### config.mk
export PLATFORM = sky130hd
export DESIGN_NAME = analog_test_control_regs
export DESIGN_NICKNAME = d
export VERILOG_FILES = /design/src/rtl/atc_pkg.sv /design/src/rtl/byte_reg.sv /design/src/rtl/unlock_check.sv /design/src/rtl/analog_test_control_regs.sv
export VERILOG_INCLUDE_DIRS = /design/src /design/src/rtl
export SDC_FILE = /design/constraint.sdc
export NUM_CORES = 1
export LEC_CHECK = 0
export BUFFER_PORTS_ARGS = -buffer_cell sky130_fd_sc_hd__buf_2
export CAP_MARGIN = 20
export CELL_PAD_IN_SITES_DETAIL_PLACEMENT = 1
export CELL_PAD_IN_SITES_GLOBAL_PLACEMENT = 1
export CORE_AREA = 2 2 90 92
export DETAILED_ROUTE_END_ITERATION = 10
export DIE_AREA = 0 0 92 94
export PLACE_DENSITY_LB_ADDON = 0.1
export SETUP_SLACK_MARGIN = 0.5
export SLEW_MARGIN = 40
export SYNTH_ARGS = -nofsm -noshare
export SYNTH_HDL_FRONTEND = slang
export SYNTH_SLANG_ARGS = --single-unit
### constraint.sdc
create_clock -name clk_sys -period 7.05 [get_ports clk_sys]
set_input_delay 0.3525 -clock clk_sys [delete_from_list [all_inputs] [get_ports clk_sys]]
set_output_delay 0.3525 -clock clk_sys [all_outputs]
set_load 0.05 [all_outputs]
### src/rtl/atc_regs.svh
// offsets, field positions, reset values and unlock keys of the analog test control bank
// Contract
// - right sub-block power bits: 0 down, 1 up
// - right mute and mute-dummy power bits, reset 0
// - whole-power-down impedance bit: 0 down, 1 up
// - pump override enable bit 4 gates select
// - pump select bit 0, resets 1, 1=constant current
// - halt detector power bit 4, resets 1
// - halt detector boost bit 1: 1 gives x4
// - halt detector disable bit 0; disabled reads 1
// - bandgap test power bit 0, resets 0
// - both password words must match to unlock
// - locked: test writes ignored, reads return zero
// - four-bit test mode field, modes 0 to 7
// - eight-bit signed left differential offset trim
// - reserved bits read/write, reset zero, no effect
`ifndef ATC_REGS_SVH
`define ATC_REGS_SVH

// ******************************************
// register offsets
// ******************************************
`define ATC_OFS_RIGHT_POWER     8'h29
`define ATC_OFS_PUMP_MODE       8'h2a
`define ATC_OFS_HALT_DET        8'h2b
`define ATC_OFS_BANDGAP         8'h2c
`define ATC_OFS_UNLOCK_A        8'h3f
`define ATC_OFS_UNLOCK_B        8'h40
`define ATC_OFS_TEST_MODE       8'h41
`define ATC_OFS_DIFF_TRIM       8'h46

// ******************************************
// reset values
// ******************************************
`define ATC_RST_RIGHT_POWER     8'h00
`define ATC_RST_PUMP_MODE       8'h01
`define ATC_RST_HALT_DET        8'h10
`define ATC_RST_BANDGAP         8'h00
`define ATC_RST_UNLOCK          8'h00
`define ATC_RST_TEST_MODE       8'h00
`define ATC_RST_DIFF_TRIM       8'h00

// ******************************************
// field positions
// ******************************************
`define ATC_BIT_GAIN_CTL        7
`define ATC_BIT_MUTE            6
`define ATC_BIT_MUTE_DUMMY      5
`define ATC_BIT_OFFSET_CAL      3
`define ATC_BIT_SHORT_PROT      2
`define ATC_BIT_IMP_SENSE       1
`define ATC_BIT_IMP_WHOLE       0
`define ATC_BIT_PUMP_OVR_EN     4
`define ATC_BIT_PUMP_SELECT     0
`define ATC_BIT_HALT_POWER      4
`define ATC_BIT_HALT_BOOST      1
`define ATC_BIT_HALT_DISABLE    0
`define ATC_BIT_BANDGAP         0
`define ATC_TEST_MODE_MSB       3

// ******************************************
// unlock keys (arbitrary values, nonzero so reset is locked)
// ******************************************
`define ATC_KEY_A               8'h5a
`define ATC_KEY_B               8'hc3

`endif

### src/rtl/atc_pkg.sv
// types shared by the analog test control bank
package atc_pkg;

    // one register port request, sampled every clock
    typedef struct packed {
        logic       wr;     // write strobe
        logic       rd;     // read strobe
        logic [7:0] addr;   // register offset
        logic [7:0] wdata;  // write data
    } regReq_t;

    // right channel sub-block power states, 1 = powered up
    typedef struct packed {
        logic gainCtl;
        logic mute;
        logic muteDummy;
        logic offsetCal;
        logic shortProt;
        logic impSense;
        logic impWhole;
    } rightPower_t;

    // test mode encodings of the test mode field
    typedef enum logic [3:0] {
        TM_NORMAL = 4'h0,
        TM_SCAN   = 4'h1,
        TM_IDDQ   = 4'h2,
        TM_OUT_HI = 4'h3,
        TM_OUT_LO = 4'h4,
        TM_IN_LO  = 4'h5,
        TM_IN_HI  = 4'h6,
        TM_HIGH_Z = 4'h7
    } testMode_t;

endpackage

### src/rtl/byte_reg.sv
// one byte-wide software register with a constant reset value
`timescale 1ns/1ns
module byte_reg #(
    parameter logic [7:0] RESET_VAL = 8'h00
) (
    input  wire logic       clk_sys,
    input  wire logic       reset_n,
    input  wire logic       wrEn,
    input  wire logic [7:0] wrData,
    output logic      [7:0] value
);
    logic [7:0] value_reg;   // stored byte, reserved bits included
    logic [7:0] value_next;

    // next value: load on write, else hold
    always_comb begin
        value_next = value_reg;
        if (wrEn) begin
            value_next = wrData;
        end
    end

    // storage flop, async reset to the constant
    always_ff @(posedge clk_sys or negedge reset_n) begin
        if (!reset_n) begin
            value_reg <= RESET_VAL;
        end else begin
            value_reg <= value_next;
        end
    end

    assign value = value_reg;
endmodule // byte_reg

### src/rtl/unlock_check.sv
// two password words and the comparison that opens the test registers
`timescale 1ns/1ns
`include "atc_regs.svh"
module unlock_check (
    input  wire logic       clk_sys,
    input  wire logic       reset_n,
    input  wire logic       wrA,
    input  wire logic       wrB,
    input  wire logic [7:0] wrData,
    output logic      [7:0] wordA,
    output logic      [7:0] wordB,
    output logic            unlocked
);
    logic [7:0] wordA_reg;   // first password word
    logic [7:0] wordB_reg;   // second password word
    logic [7:0] wordA_next;
    logic [7:0] wordB_next;

    // next values of both words
    always_comb begin
        wordA_next = wrA ? wrData : wordA_reg;
        wordB_next = wrB ? wrData : wordB_reg;
    end

    // word flops, zero after reset so the bank starts locked
    always_ff @(posedge clk_sys or negedge reset_n) begin
        if (!reset_n) begin
            wordA_reg <= `ATC_RST_UNLOCK;
            wordB_reg <= `ATC_RST_UNLOCK;
        end else begin
            wordA_reg <= wordA_next;
            wordB_reg <= wordB_next;
        end
    end

    // open only while both words hold their keys; any change relocks
    assign unlocked = (wordA_reg == `ATC_KEY_A) && (wordB_reg == `ATC_KEY_B);
    assign wordA    = wordA_reg;
    assign wordB    = wordB_reg;
endmodule // unlock_check

### src/rtl/analog_test_control_regs.sv
// analog test and control register bank with password lock
`timescale 1ns/1ns
`include "atc_regs.svh"
module analog_test_control_regs (
    input  wire logic                 clk_sys,
    input  wire logic                 reset_n,
    input  wire atc_pkg::regReq_t     regReq,
    output logic [7:0]                readData,
    output logic                      readValid,
    input  wire logic                 haltDetRaw,
    input  wire logic                 pumpModeAuto,
    output atc_pkg::rightPower_t      rightPower,
    output logic                      pumpModeEff,
    output logic                      haltDetPower,
    output logic                      haltDetBoost,
    output logic                      haltDetOut,
    output logic                      bandgapTestPower,
    output atc_pkg::testMode_t        testMode,
    output logic [7:0]                diffOffsetTrim,
    output logic                      testUnlocked
);
    // ******************************************
    // address decode
    // ******************************************
    logic       hitPower;      // right power state register
    logic       hitPump;       // pump mode register
    logic       hitHalt;       // halt detector register
    logic       hitBandgap;    // bandgap test register
    logic       hitUnlockA;    // first password word
    logic       hitUnlockB;    // second password word
    logic       hitTestMode;   // test mode register
    logic       hitTrim;       // differential offset trim
    logic       hitTest;       // any lock-guarded register
    logic       unlocked;      // comparison result of both words
    logic       testWrOk;      // write to a guarded register allowed

    // which register the request names
    always_comb begin
        hitPower    = (regReq.addr == `ATC_OFS_RIGHT_POWER);
        hitPump     = (regReq.addr == `ATC_OFS_PUMP_MODE);
        hitHalt     = (regReq.addr == `ATC_OFS_HALT_DET);
        hitBandgap  = (regReq.addr == `ATC_OFS_BANDGAP);
        hitUnlockA  = (regReq.addr == `ATC_OFS_UNLOCK_A);
        hitUnlockB  = (regReq.addr == `ATC_OFS_UNLOCK_B);
        hitTestMode = (regReq.addr == `ATC_OFS_TEST_MODE);
        hitTrim     = (regReq.addr == `ATC_OFS_DIFF_TRIM);
        hitTest     = hitPower | hitPump | hitHalt | hitBandgap | hitTestMode | hitTrim;
        // a locked bank drops writes to guarded registers
        testWrOk    = regReq.wr & unlocked;
    end

    // ******************************************
    // storage
    // ******************************************
    logic [7:0] powerByte;     // right power state byte
    logic [7:0] pumpByte;      // pump mode byte
    logic [7:0] haltByte;      // halt detector byte
    logic [7:0] bandgapByte;   // bandgap byte
    logic [7:0] testModeByte;  // test mode byte
    logic [7:0] trimByte;      // offset trim byte
    logic [7:0] wordA;         // first password word
    logic [7:0] wordB;         // second password word

    // password words, always writable
    unlock_check u_unlock (
        .clk_sys  (clk_sys),
        .reset_n  (reset_n),
        .wrA      (regReq.wr & hitUnlockA),
        .wrB      (regReq.wr & hitUnlockB),
        .wrData   (regReq.wdata),
        .wordA    (wordA),
        .wordB    (wordB),
        .unlocked (unlocked)
    );

    // right power states, all reset to powered down
    byte_reg #(.RESET_VAL(`ATC_RST_RIGHT_POWER)) u_power (
        .clk_sys (clk_sys),
        .reset_n (reset_n),
        .wrEn    (testWrOk & hitPower),
        .wrData  (regReq.wdata),
        .value   (powerByte)
    );

    // pump mode, select resets to constant current
    byte_reg #(.RESET_VAL(`ATC_RST_PUMP_MODE)) u_pump (
        .clk_sys (clk_sys),
        .reset_n (reset_n),
        .wrEn    (testWrOk & hitPump),
        .wrData  (regReq.wdata),
        .value   (pumpByte)
    );

    // halt detector, powered after reset
    byte_reg #(.RESET_VAL(`ATC_RST_HALT_DET)) u_halt (
        .clk_sys (clk_sys),
        .reset_n (reset_n),
        .wrEn    (testWrOk & hitHalt),
        .wrData  (regReq.wdata),
        .value   (haltByte)
    );

    // bandgap test power, driven from its bit whatever the test mode
    byte_reg #(.RESET_VAL(`ATC_RST_BANDGAP)) u_bandgap (
        .clk_sys (clk_sys),
        .reset_n (reset_n),
        .wrEn    (testWrOk & hitBandgap),
        .wrData  (regReq.wdata),
        .value   (bandgapByte)
    );

    // test mode select
    byte_reg #(.RESET_VAL(`ATC_RST_TEST_MODE)) u_test_mode (
        .clk_sys (clk_sys),
        .reset_n (reset_n),
        .wrEn    (testWrOk & hitTestMode),
        .wrData  (regReq.wdata),
        .value   (testModeByte)
    );

    // signed offset trim, whole byte passed to the compensator
    byte_reg #(.RESET_VAL(`ATC_RST_DIFF_TRIM)) u_trim (
        .clk_sys (clk_sys),
        .reset_n (reset_n),
        .wrEn    (testWrOk & hitTrim),
        .wrData  (regReq.wdata),
        .value   (trimByte)
    );

    // ******************************************
    // derived controls
    // ******************************************
    logic pumpModeEff_reg;   // mode actually applied to the pump
    logic pumpModeEff_next;
    logic haltDetOut_reg;    // detector result seen by the clock logic
    logic haltDetOut_next;
    logic unlocked_reg;      // lock status for observation
    logic unlocked_next;

    // override picks the register select, else the automatic mode
    always_comb begin
        pumpModeEff_next = pumpByte[`ATC_BIT_PUMP_OVR_EN] ? pumpByte[`ATC_BIT_PUMP_SELECT]
                                                           : pumpModeAuto;
        // a disabled detector reports a steady one
        haltDetOut_next  = haltByte[`ATC_BIT_HALT_DISABLE] ? 1'b1 : haltDetRaw;
        unlocked_next    = unlocked;
    end

    // derived control flops
    always_ff @(posedge clk_sys or negedge reset_n) begin
        if (!reset_n) begin
            pumpModeEff_reg <= 1'b0;
            haltDetOut_reg  <= 1'b1;
            unlocked_reg    <= 1'b0;
        end else begin
            pumpModeEff_reg <= pumpModeEff_next;
            haltDetOut_reg  <= haltDetOut_next;
            unlocked_reg    <= unlocked_next;
        end
    end

    // ******************************************
    // read path
    // ******************************************
    logic [7:0] readData_reg;    // read answer
    logic [7:0] readData_next;
    logic       readValid_reg;   // one-cycle answer strobe
    logic       readValid_next;

    // select the addressed byte; guarded bytes read zero while locked
    always_comb begin
        readData_next  = 8'h00;
        readValid_next = regReq.rd;
        if (regReq.rd) begin
            if (hitUnlockA) begin
                readData_next = wordA;
            end else if (hitUnlockB) begin
                readData_next = wordB;
            end else if (hitTest && unlocked) begin
                unique case (1'b1)
                    hitPower:    readData_next = powerByte;
                    hitPump:     readData_next = pumpByte;
                    hitHalt:     readData_next = haltByte;
                    hitBandgap:  readData_next = bandgapByte;
                    hitTestMode: readData_next = testModeByte;
                    hitTrim:     readData_next = trimByte;
                    default:     readData_next = 8'h00;
                endcase
            end
        end
    end

    // read answer flops
    always_ff @(posedge clk_sys or negedge reset_n) begin
        if (!reset_n) begin
            readData_reg  <= 8'h00;
            readValid_reg <= 1'b0;
        end else begin
            readData_reg  <= readData_next;
            readValid_reg <= readValid_next;
        end
    end

    // ******************************************
    // outputs
    // ******************************************
    assign rightPower.gainCtl   = powerByte[`ATC_BIT_GAIN_CTL];
    assign rightPower.mute      = powerByte[`ATC_BIT_MUTE];
    assign rightPower.muteDummy = powerByte[`ATC_BIT_MUTE_DUMMY];
    assign rightPower.offsetCal = powerByte[`ATC_BIT_OFFSET_CAL];
    assign rightPower.shortProt = powerByte[`ATC_BIT_SHORT_PROT];
    assign rightPower.impSense  = powerByte[`ATC_BIT_IMP_SENSE];
    assign rightPower.impWhole  = powerByte[`ATC_BIT_IMP_WHOLE];
    assign pumpModeEff          = pumpModeEff_reg;
    assign haltDetPower         = haltByte[`ATC_BIT_HALT_POWER];
    assign haltDetBoost         = haltByte[`ATC_BIT_HALT_BOOST];
    assign haltDetOut           = haltDetOut_reg;
    assign bandgapTestPower     = bandgapByte[`ATC_BIT_BANDGAP];
    assign testMode             = atc_pkg::testMode_t'(testModeByte[`ATC_TEST_MODE_MSB:0]);
    assign diffOffsetTrim       = trimByte;
    assign testUnlocked         = unlocked_reg;
    assign readData             = readData_reg;
    assign readValid            = readValid_reg;
endmodule // analog_test_control_regs

==> results of run 1 <==
==> worst max-delay path, stage by stage (launching register included) <==
cell     delay, ns
dfrtp_1       0.42
or4b_4        0.58
nor4_4        0.27
nand4_4       0.19
or3_1         0.64
mux2_4        0.40
==> where the power goes <==
part	total [mW]	switching (mW)	internal, mW
registers	0.446	0.00470	0.441
clock network	0.304	0.158	0.146
logic	0.0503	0.0353	0.0151
total	0.800	0.198	0.602
==> synth_stat cells, types with 2 or more instances <==
cell type  count  share of area, %
buf_2          2              0.27
dfrtp_1       73                50
mux2_2        73                22
nor3_4         2              0.88
a222oi_1       7               1.9
a22oi_1        8               1.6
inv_1          3              0.31
dfstp_2        3               2.1
nand4_1        2              0.34
o21ai_0        8               1.1
nor2_1        11               1.1
nor3b_1        4              0.82
nor3_1         2              0.27
buf_4         11               2.2
nor2_2         3              0.51
clkbuf_1       4              0.41
or3_1          2              0.34
mux2_4         8               3.3
buf_1          3              0.31
and3b_1        2              0.48
o221ai_1       7               1.7
nand4bb_1      2              0.61
a21oi_1       10               1.4
nand2_1       14               1.4
==> cell type report <==
cell class / instances / area (µm²)
Multi-Input combinational cell: 181 / 1650
Inverter: 3 / 11.3
Timing Repair Buffer: 55 / 282
Clock inverter: 4 / 25.0
Sequential cell: 76 / 1910
Tap cell: 102 / 128
Clock buffer: 12 / 155
Fill cell: 801 / 3450
==> kinds of logic after synthesis <==
kind of cell	after synthesis	share of synthesized area, %
buffers and inverters	24	3.84
multiplexers	81	25.6
flip-flops	76	51.8
AO/OA/AOI/OAI	44	8.57
AND/OR/NAND/NOR	56	10.2
==> worst max-delay path by stage <==
stage,start,cells past startpoint,endpoint,slack (ns)
5_1_grt,u_unlock.wordB[3]$_DFFE_PN0P_,5,u_halt.value[2]$_DFFE_PN0P_,4.35
3_3_place_gp,regReq[11],6,u_unlock.wordB[3]$_DFFE_PN0P_,4.17
6_report,u_unlock.wordB[3]$_DFFE_PN0P_,5,u_halt.value[2]$_DFFE_PN0P_,4.44
2_1_floorplan,u_unlock.wordB[3]$_DFFE_PN0P_,6,u_halt.value[0]$_DFFE_PN0P_,4.85
4_1_cts,u_unlock.wordB[3]$_DFFE_PN0P_,5,u_halt.value[2]$_DFFE_PN0P_,4.42
3_5_place_dp,u_unlock.wordB[3]$_DFFE_PN0P_,5,u_halt.value[6]$_DFFE_PN0P_,4.44
==> per-stage QoR <==
| stage | instances | worst slack [ns] | util [%] |
|---|---|---|---|
| after CTS | 433 | 4.42 | 54.6 |
| final | 433 | 4.44 | 54.7 |
| after global placement | 417 | 4.17 | 52.0 |
| after global routing | 433 | 4.35 | 54.7 |
| after floorplan | 281 | 4.85 | - |
| after detailed placement | 417 | 4.44 | 52.2 |
==> layer usage <==
layer	wire (µm)	vias to the layer above
met1	4230	1275
li1	-	1133
met3	465	13
met2	4290	73
met4	160	0
met5	0	-
==> reports/qor.yml, run 1 <==
die:
  start_util_pct: 48.4
  die_width_um: 92
  pin_count: 56
  row_count: 32
  dieArea_um2: 8650
  fp.dieH_um: 94
  core_um2: 7610
yosys:
  synth_edf_count: 0
  ys.flop_type: "dfrtp_1"
  seq_area_frac_synth_pct: 51.8
  ys_async_sr_fraction_pct: 100
  yosys_warnings: 0
  synth_area_per_cell_um2: 13.1
  synth_area_um2: 3680
  syn_nets: 303
  ys_seq_elements: 76
  ys_types: 41
  syn_inst: 281
worst_setup_path:
  crit_path_end_kind: "flop"
  cp.required_ns: 7.27
  r2r_slack_ns: 4.44
  crit_type: "flop to flop"
  r2r_end: "u_halt.value[2]$_DFFE_PN0P_"
  rr_worst_depth: 5
  r2r-start: "u_unlock.wordB[3]$_DFFE_PN0P_"
  cp_max_fo: 8
  crit_arrival_ns: 2.83
  startpoint_type: "flop"
placed_design:
  placed_cell_area_um2: 3970
  hpwl_mm: 6.21
  gp_congestion: 0.823
  io_buffer_count: 55
clocking:
  ctsResizeCount: 0
  cts.clk_slew.worst_paths_ns: 0.08
  clkLatencyLatePin_ns: 0.35
  cts_sinks: 76
  cts.path.max_buffers: 2
  cts_root_buf: "clkbuf_8"
  cts_setup_buffers: 0
  cts_tree: "done"
  htree_levels: 3
  cts_hold_buf: 0
  cts_buffers: 9
run:
  max_cap_viol_count: 0
timing:
  fin_crit_ns: 2.61
  fmax_mhz: 384
  finClkSkew_ns: 0.00990
  tns_ns: 0
  hold_slack_ns: 0.00938
  finalHoldViolations: 0
  tightest_slew_ns: 0.776
  setup_viol: 0
  relSlewSlack_pct: 48.0
  min_period_over_period_pct: 37.0
  slew_violations: 0
  rsz0062_at_grt: "no"
power_and_ir_drop:
  power_density_nw_per_um2: 192
  peakVddDrop_uv: 111
  static-leakage-power_nw: 2.02
  finalPower_mw: 0.800
hold_path:
  min_path_type: "input port to async pin"
final_layout:
  finalInstanceArea_um2: 4160
  syn_to_final_growth_pct: 13.0
  drive_above_1_share_pct: 50.5
  layout_common_cells: "73 x mux2_2, 73 x dfrtp_1, 54 x buf_2"
  fin_nets: 348
  antennaDiodeCount: 0
route:
  wirelength_mm: 9.15
  wl_per_cell_um: 21.1
  viasPerCell: 5.76
  drt_iter0_drc: 133
  firstDrtPassIters: 7
  route.detailed.drc: 0
  ant_nets: 0
  num_vias: 2494
global_routing:
  grtUsageMet1_pct: 32.3
  use_met3_pct: 4.25
  grt_usage_pct: 22.8
  grt_pass1_wl_mm: 14.8
  grt_busiest_layer: "met2"
  grtUsageMet2_pct: 35.7
  antenna_found_initial: 0
  grt_max_degree: 77
  grt_overflow: 0
  grt_pass1_vias: 2630
status:
  outcome: "complete, no violations"
Power figures use the tool's default switching activity.
==> run 2: changes to the inputs <==
- ABC_AREA: unset -> 1
- CORE_AREA: 2 2 90 92 -> 2 2 102 104
- DIE_AREA: 0 0 92 94 -> 0 0 104 106
- clock period: 7.05 -> 2.1 ns (I/O delays scaled with it)
==> run 2 against run 1 <==
Effect of this change: first-iteration DRC count decreased by 29%; register-to-register slack got worse by 4.0 ns; routed wire length increased by 21%; worst hold slack improved by 0.21 ns; clock power increased to 3.7 times the previous value; critical endpoint is now u_halt.value[3]$_DFFE_PN0P_; largest cell class unchanged; largest power group unchanged.
==> reports/qor.yml, run 2 <==
route:
  wirelength_mm: 11.1  # +21%
  route.detailed.drc: 0  # unchanged
  num_vias: 3133  # +26%
  drt_iter0_drc: 94  # -29%
  firstDrtPassIters: 4  # -3
  ant_nets: 0  # unchanged
  viasPerCell: 4.86  # -16%
  wl_per_cell_um: 17.2  # -19%
yosys:
  post-synth-top-area-cell: "dfrtp_1"
  ys.flop_type: "dfrtp_1"
  yosysMostFrequentCell: "nand2_1"
  yosys_warnings: 0  # unchanged
  syn_inst: 435  # +55%
  yosysTopAreaCellShare_pct: 47.9  # -1.8 points
  synth_area_per_cell_um2: 8.77  # -33%
  synth_area_leaders: "dfrtp_1 48%, nand2_1 13%, nand3_1 4.9%, o21ai_1 3.9%, o21ai_0 3.8%"
  ys_seq_elements: 76  # unchanged
  synth_edf_count: 0  # unchanged
  ys_types: 27  # -34%
  synth_commonest_cells: "135 x nand2_1, 73 x dfrtp_1, 37 x nand3_1"
  syn_nets: 457  # +51%
  ys_async_sr_fraction_pct: 100  # unchanged
  seq_area_frac_synth_pct: 49.9  # -1.8 points
  synth_area_um2: 3820  # +3.7%
placed_design:
  placed_cell_area_um2: 4060  # +2.1%
  io_buffer_count: 55  # unchanged
  place_ws_ns: 0.404  # -4.04 ns
  gp_congestion: 0.806  # -2.1%
  hpwl_mm: 7.47  # +20%
clocking:
  cts_buffers: 9  # unchanged
  cts.clk_slew.worst_paths_ns: 0.08  # about the same
  cts_tree: "done"
  htree_levels: 3  # unchanged
  cts_root_buf: "clkbuf_8"
  clkLatencyLatePin_ns: 0.36  # about the same
  cts_sinks: 76  # unchanged
  cts.path.max_buffers: 2  # unchanged
timing:
  fmax_mhz: 603  # +57%
  rsz0062_at_grt: "yes"
  finalHoldViolations: 0  # unchanged
  fin_crit_ns: 1.66  # -0.948 ns
  finClkSkew_ns: 0.00757  # -0.00233 ns
  tightest_slew_ns: 0.551  # -0.225 ns
  setup_viol: 0  # unchanged
  min_period_over_period_pct: 79.0  # +42 points
  slew_violations: 0  # unchanged
  relSlewSlack_pct: 63.2  # +15 points
  tns_ns: 0  # unchanged
  setup_slack_ns: 0.441  # -4.00 ns
worst_setup_path:
  crit_arrival_ns: 1.88  # -0.95 ns
  crit_path_end_kind: "flop"
  crit_type: "flop to flop"
  cp_max_fo: 5  # -3
  cp.required_ns: 2.32  # -4.95 ns
  startpoint_type: "flop"
final_layout:
  fin_nets: 526  # +51%
  antennaDiodeCount: 0  # unchanged
  layout_commonest_cell: "nand2_1"
  finalInstanceArea_um2: 4590  # +10%
  fin_util_pct: 45.9  # -8.8 points
  drive_above_1_share_pct: 30.6  # -20 points
  layout_common_cells: "113 x nand2_1, 73 x dfrtp_1, 55 x buf_2"
  syn_to_final_growth_pct: 20.3
power_and_ir_drop:
  combPwrFrac_pct: 7.5  # +1.2 points
  p_switching_mw: 0.706  # +260%
  power_density_nw_per_um2: 618  # +220%
  p_int_mw: 2.13  # +250%
  switching_share_pct: 24.9  # +0.14 points
  seq_power_share_pct: 52.9  # -2.8 points
  clock_power_share_pct: 39.6  # +1.6 points
  peakVddDrop_uv: 218  # +98%
  static-leakage-power_nw: 2.28  # +13%
die:
  dieArea_um2: 11000  # +27%
  core_um2: 10000  # +31%
  die_width_um: 104  # +13%
  fp.dieH_um: 106  # +13%
  pin_count: 56  # unchanged
  start_util_pct: 38.2  # -10 points
  row_count: 37  # +16%
global_routing:
  grt_pass1_wl_mm: 18.2  # +23%
  grt_pass1_vias: 3377  # +28%
  grt_max_degree: 40  # -48%
  antenna_found_initial: 0  # unchanged
  grt_usage_pct: 21.6  # -1.2 points
  grt_overflow: 0  # unchanged
hold_path:
  min_path_type: "input port to flop"
status:
  outcome: "complete, no violations"
run:
  max_cap_viol_count: 0  # unchanged
-- run 2: path summary, 6_finish.rpt --
path / from / to / slack [ns] / cells past startpoint
min: regReq[6] / u_halt.value[6]$_DFFE_PN0P_ / 0.22 / 3
max reg2reg: u_unlock.wordB[2]$_DFFE_PN0P_ / u_halt.value[3]$_DFFE_PN0P_ / 0.44 / 9
max in group asynchronous: reset_n / u_pump.value[0]$_DFFE_PN1P_ / 1.17 / 3
max: u_unlock.wordB[2]$_DFFE_PN0P_ / u_halt.value[3]$_DFFE_PN0P_ / 0.44 / 9
min reg2reg: u_test_mode.value[5]$_DFFE_PN0P_ / u_test_mode.value[5]$_DFFE_PN0P_ / 0.49 / 2
min in group asynchronous: reset_n / u_halt.value[0]$_DFFE_PN0P_ / 0.26 / 2
-- run 2: cell type report --
| cell class | instances | area (µm²) |
|---|---|---|
| well taps | 136 | 170 |
| clock buffers | 14 | 153 |
| clock inverters | 2 | 35.0 |
| fillers | 1221 | 5410 |
| multi-input cells | 303 | 1670 |
| repair buffers | 81 | 527 |
| flip-flops and latches | 76 | 1910 |
| inverters | 33 | 126 |
-- run 2: worst max-delay path, stage by stage, from the launching register on --
cell and delay [ns]:
dfrtp_1 0.39, nor2_1 0.13, nand3_1 0.11, nor2_2 0.14
and2_4 0.21, buf_12 0.13, nand4_4 0.13, buf_6 0.18
nand2_1 0.05, o21ai_1 0.06
-- run 2: through the flow --
stage               total power [mW]  instances  hold slack (ns)
finish                          2.84        645            0.215
global route                    2.97        645            0.233
CTS                             2.88        640            0.190
detailed placement              1.72        604            0.115
global placement                1.72        604            0.107
floorplan                       1.62        435           -0.191
-- run 2: cells by family after synthesis --
| kind of cell | after synthesis | share of synthesized area (%) |
|---|---|---|
| buffers and inverters | 58 | 9.67 |
| AOI/OAI and AO/OA | 88 | 12.7 |
| and+or+nand+nor | 212 | 27.4 |
| DFF | 76 | 49.9 |
| muxes | 1 | 0.295 |
-- run 2: timing repair --
item | CTS | global route
endpoints found under the hold margin | 43 | 0
endpoints found under the setup margin | 40 | 56
resized for setup | 6 | 33
pin swaps | 7 | 9
gates cloned | 2 | 1
hold buffers | 8 | 0
setup buffers | 10 | 4
-- run 2: layer usage --
metal / up-vias / track usage, % / part of all wire, %
met4: 0 / 6.47 / 1.3
met1: 1513 / 30.6 / 51
li1: 1551 / - / -
met2: 60 / 33.7 / 44
met5: - / 0 / 0
met3: 9 / 4.05 / 3.8
-- run 2: power by group through the flow --
stage               combinational (mW)  sequential, mW  clock, mW
floorplan                       0.0838            1.54          0
global placement                 0.188            1.53          0
detailed placement               0.192            1.53          0
CTS                              0.212            1.50       1.16
global route                     0.236            1.50       1.23
finish                           0.213            1.50       1.12
==> run 3: changes to the inputs <==
- clock period: 2.1 -> 1.49 ns (I/O delays scaled with it)
==> run 3 against run 2 <==
Effect of this change: the flow now finishes with violations (setup timing); setup slack got worse by 0.57 ns; count of clock-buffer cells in the layout decreased by 1; via count up 10%; global-route usage grew 2.2 points; critical path type unchanged; critical endpoint is now u_halt.value[1]$_DFFE_PN0P_; largest power group unchanged.
==> reports/qor.yml, run 3 (synthesized netlist as in run 2, its figures left out) <==
die:
  pin_count: 56  # unchanged
  row_count: 37  # unchanged
  fp.dieH_um: 106  # unchanged
  die_width_um: 104  # unchanged
  dieArea_um2: 11000  # unchanged
  start_util_pct: 38.2  # unchanged
  core_um2: 10000  # unchanged
timing:
  setup_slack_ns: -0.124  # -0.566 ns
  fin_crit_ns: 1.61  # -0.0443 ns
  min_period_over_period_pct: 108  # +29 points
  rsz0062_at_grt: "yes"
  relSlewSlack_pct: 62.0  # -1.2 points
  finClkSkew_ns: 0.00827  # +0.000696 ns
  finalHoldViolations: 0  # unchanged
  tightest_slew_ns: 0.569  # +0.0178 ns
  fmax_mhz: 619  # +2.7%
  setup_viol: 53  # +53
  slew_violations: 0  # unchanged
global_routing:
  grtUsageMet1_pct: 30.8  # +0.15 points
  grt_pass1_wl_mm: 20.1  # +11%
  grt_busiest_layer: "met2"
  grt_overflow: 0  # unchanged
  grt_max_degree: 35  # -13%
  grtUsageMet2_pct: 39.8  # +6.1 points
  use_met3_pct: 4.84  # +0.80 points
  grt_pass1_vias: 3674  # +8.8%
  grt_usage_pct: 23.8  # +2.2 points
  antenna_found_initial: 0  # unchanged
final_layout:
  fillCellCount: 1185  # -2.9%
  layout_commonest_cell: "nand2_1"
  syn_to_final_growth_pct: 43.8
  drive_above_1_share_pct: 42.3  # +12 points
  fin_nets: 572  # +8.7%
  layout_common_cells: "103 x nand2_1, 73 x dfrtp_1, 46 x buf_6"
  instances_no_fill: 691  # +7.1%
  antennaDiodeCount: 0  # unchanged
  fin_util_pct: 54.9  # +9.0 points
clocking:
  cts.clk_slew.worst_paths_ns: 0.09  # about the same
  htree_levels: 3  # unchanged
  cts_buffers: 9  # unchanged
  cts_tree: "done"
  clkLatencyLatePin_ns: 0.37  # about the same
  cts_root_buf: "clkbuf_8"
  cts_sinks: 76  # unchanged
  cts.path.max_buffers: 2  # unchanged
power_and_ir_drop:
  switching_share_pct: 25.7  # +0.75 points
  p_switching_mw: 1.11  # +57%
  combPwrFrac_pct: 9.6  # +2.1 points
  seq_power_share_pct: 49.0  # -3.9 points
  p_int_mw: 3.21  # +51%
  clock_power_share_pct: 41.4  # +1.8 points
  static-leakage-power_nw: 2.71  # +19%
  power_density_nw_per_um2: 787  # +27%
  peakVddDrop_uv: 420  # +92%
hold_path:
  holdPathEnd: "u_power.value[6]$_DFFE_PN0P_"
  hold_depth: 3  # unchanged
  hold_path_startpoint: "regReq[6]"
  min_path_type: "input port to flop"
worst_setup_path:
  r2r-start: "u_unlock.wordA[7]$_DFFE_PN0P_"
  r2r_end: "u_halt.value[1]$_DFFE_PN0P_"
  cp-startpoint: "u_unlock.wordA[7]$_DFFE_PN0P_"
  startpoint_type: "flop"
  cp.required_ns: 1.72  # -0.60 ns
  rr_worst_depth: 9  # unchanged
  crit_path_end_kind: "flop"
  crit_arrival_ns: 1.85  # -0.03 ns
  crit_type: "flop to flop"
  r2r_slack_ns: -0.12  # -0.57 ns
  cp_max_fo: 8  # +3
placed_design:
  placed_cells: 628  # +4.0%
  gp_congestion: 0.767  # -4.8%
  io_buffer_count: 55  # unchanged
  hpwl_mm: 7.72  # +3.4%
route:
  wirelength_mm: 12.7  # +15%
  route.detailed.drc: 0  # unchanged
  viasPerCell: 5.00  # +2.8%
  firstDrtPassIters: 4  # unchanged
  ant_nets: 0  # unchanged
  num_vias: 3452  # +10%
  drt_iter0_drc: 151  # +61%
  wl_per_cell_um: 18.4  # +6.9%
status:
  outcome: "finished, violations left"
  failed_checks: "setup timing"
run:
  max_cap_viol_count: 0  # unchanged
## run 3: repair_timing
item                                    4_1_cts  5_1_grt
pin swaps                                    16       22
hold buffers                                  8        0
gates resized for setup                     112       47
endpoints found under the hold margin        35        0
setup buffers                                17       16
gates cloned                                  4        2
endpoints found under the setup margin       91       99
## run 3: layout make-up
type / count / area, µm² / area share (%)
sequential: 76 / 1910 / 34.7
clock inverter: 3 / 42.5 / 0.775
clock buffer: 13 / 179 / 3.26
inverter: 33 / 143 / 2.60
multi-input combinational: 307 / 1870 / 34.1
tap: 136 / 170 / 3.10
timing repair buffer: 123 / 1180 / 21.4
## run 3: worst max-delay path by stage
| stage | cells past startpoint | endpoint |
|---|---|---|
| floorplan | 9 | u_bandgap.value[0]$_DFFE_PN0P_ |
| global placement | 7 | u_halt.value[2]$_DFFE_PN0P_ |
| detailed placement | 7 | u_halt.value[2]$_DFFE_PN0P_ |
| CTS | 9 | u_halt.value[1]$_DFFE_PN0P_ |
| global route | 9 | u_halt.value[1]$_DFFE_PN0P_ |
| finish | 9 | u_halt.value[1]$_DFFE_PN0P_ |
## run 3: metrics by stage
stage          hold WS (ns)  setup TNS, ns  power, mW  instance area [µm²]  setup slack [ns]
2_1_floorplan        -0.221              0       2.29                 3850            0.0533
3_3_place_gp         0.0725          -4.52       2.47                 4290            -0.139
3_5_place_dp         0.0731          -5.69       2.48                 4290            -0.173
4_1_cts               0.170          -3.01       4.30                 5170            -0.111
5_1_grt               0.182          -7.95       4.46                 5490            -0.227
6_report              0.171          -2.50       4.32                 5490            -0.124
## run 3: metal layers
metal | wire length, µm | vias up
met5 | 0 | -
met4 | 163 | 0
met3 | 675 | 13
met2 | 6280 | 83
met1 | 5590 | 1701
li1 | - | 1655
## run 3: power groups by stage
stage / sequential (mW) / clock, mW / combinational [mW]
after global routing: 2.12 / 1.89 / 0.450
after CTS: 2.11 / 1.79 / 0.398
after global placement: 2.15 / 0 / 0.321
after detailed placement: 2.15 / 0 / 0.327
after floorplan: 2.17 / 0 / 0.122
final: 2.12 / 1.79 / 0.416
## run 3: worst max-delay path, cell delays in order, from the launching register on
cell and delay, ns:
dfrtp_1 0.40, inv_2 0.07, nand4_1 0.10, nor2_2 0.14, and2_4 0.19, buf_12 0.15
nand4_4 0.10, buf_8 0.18, nand2_2 0.05, o21ai_1 0.07
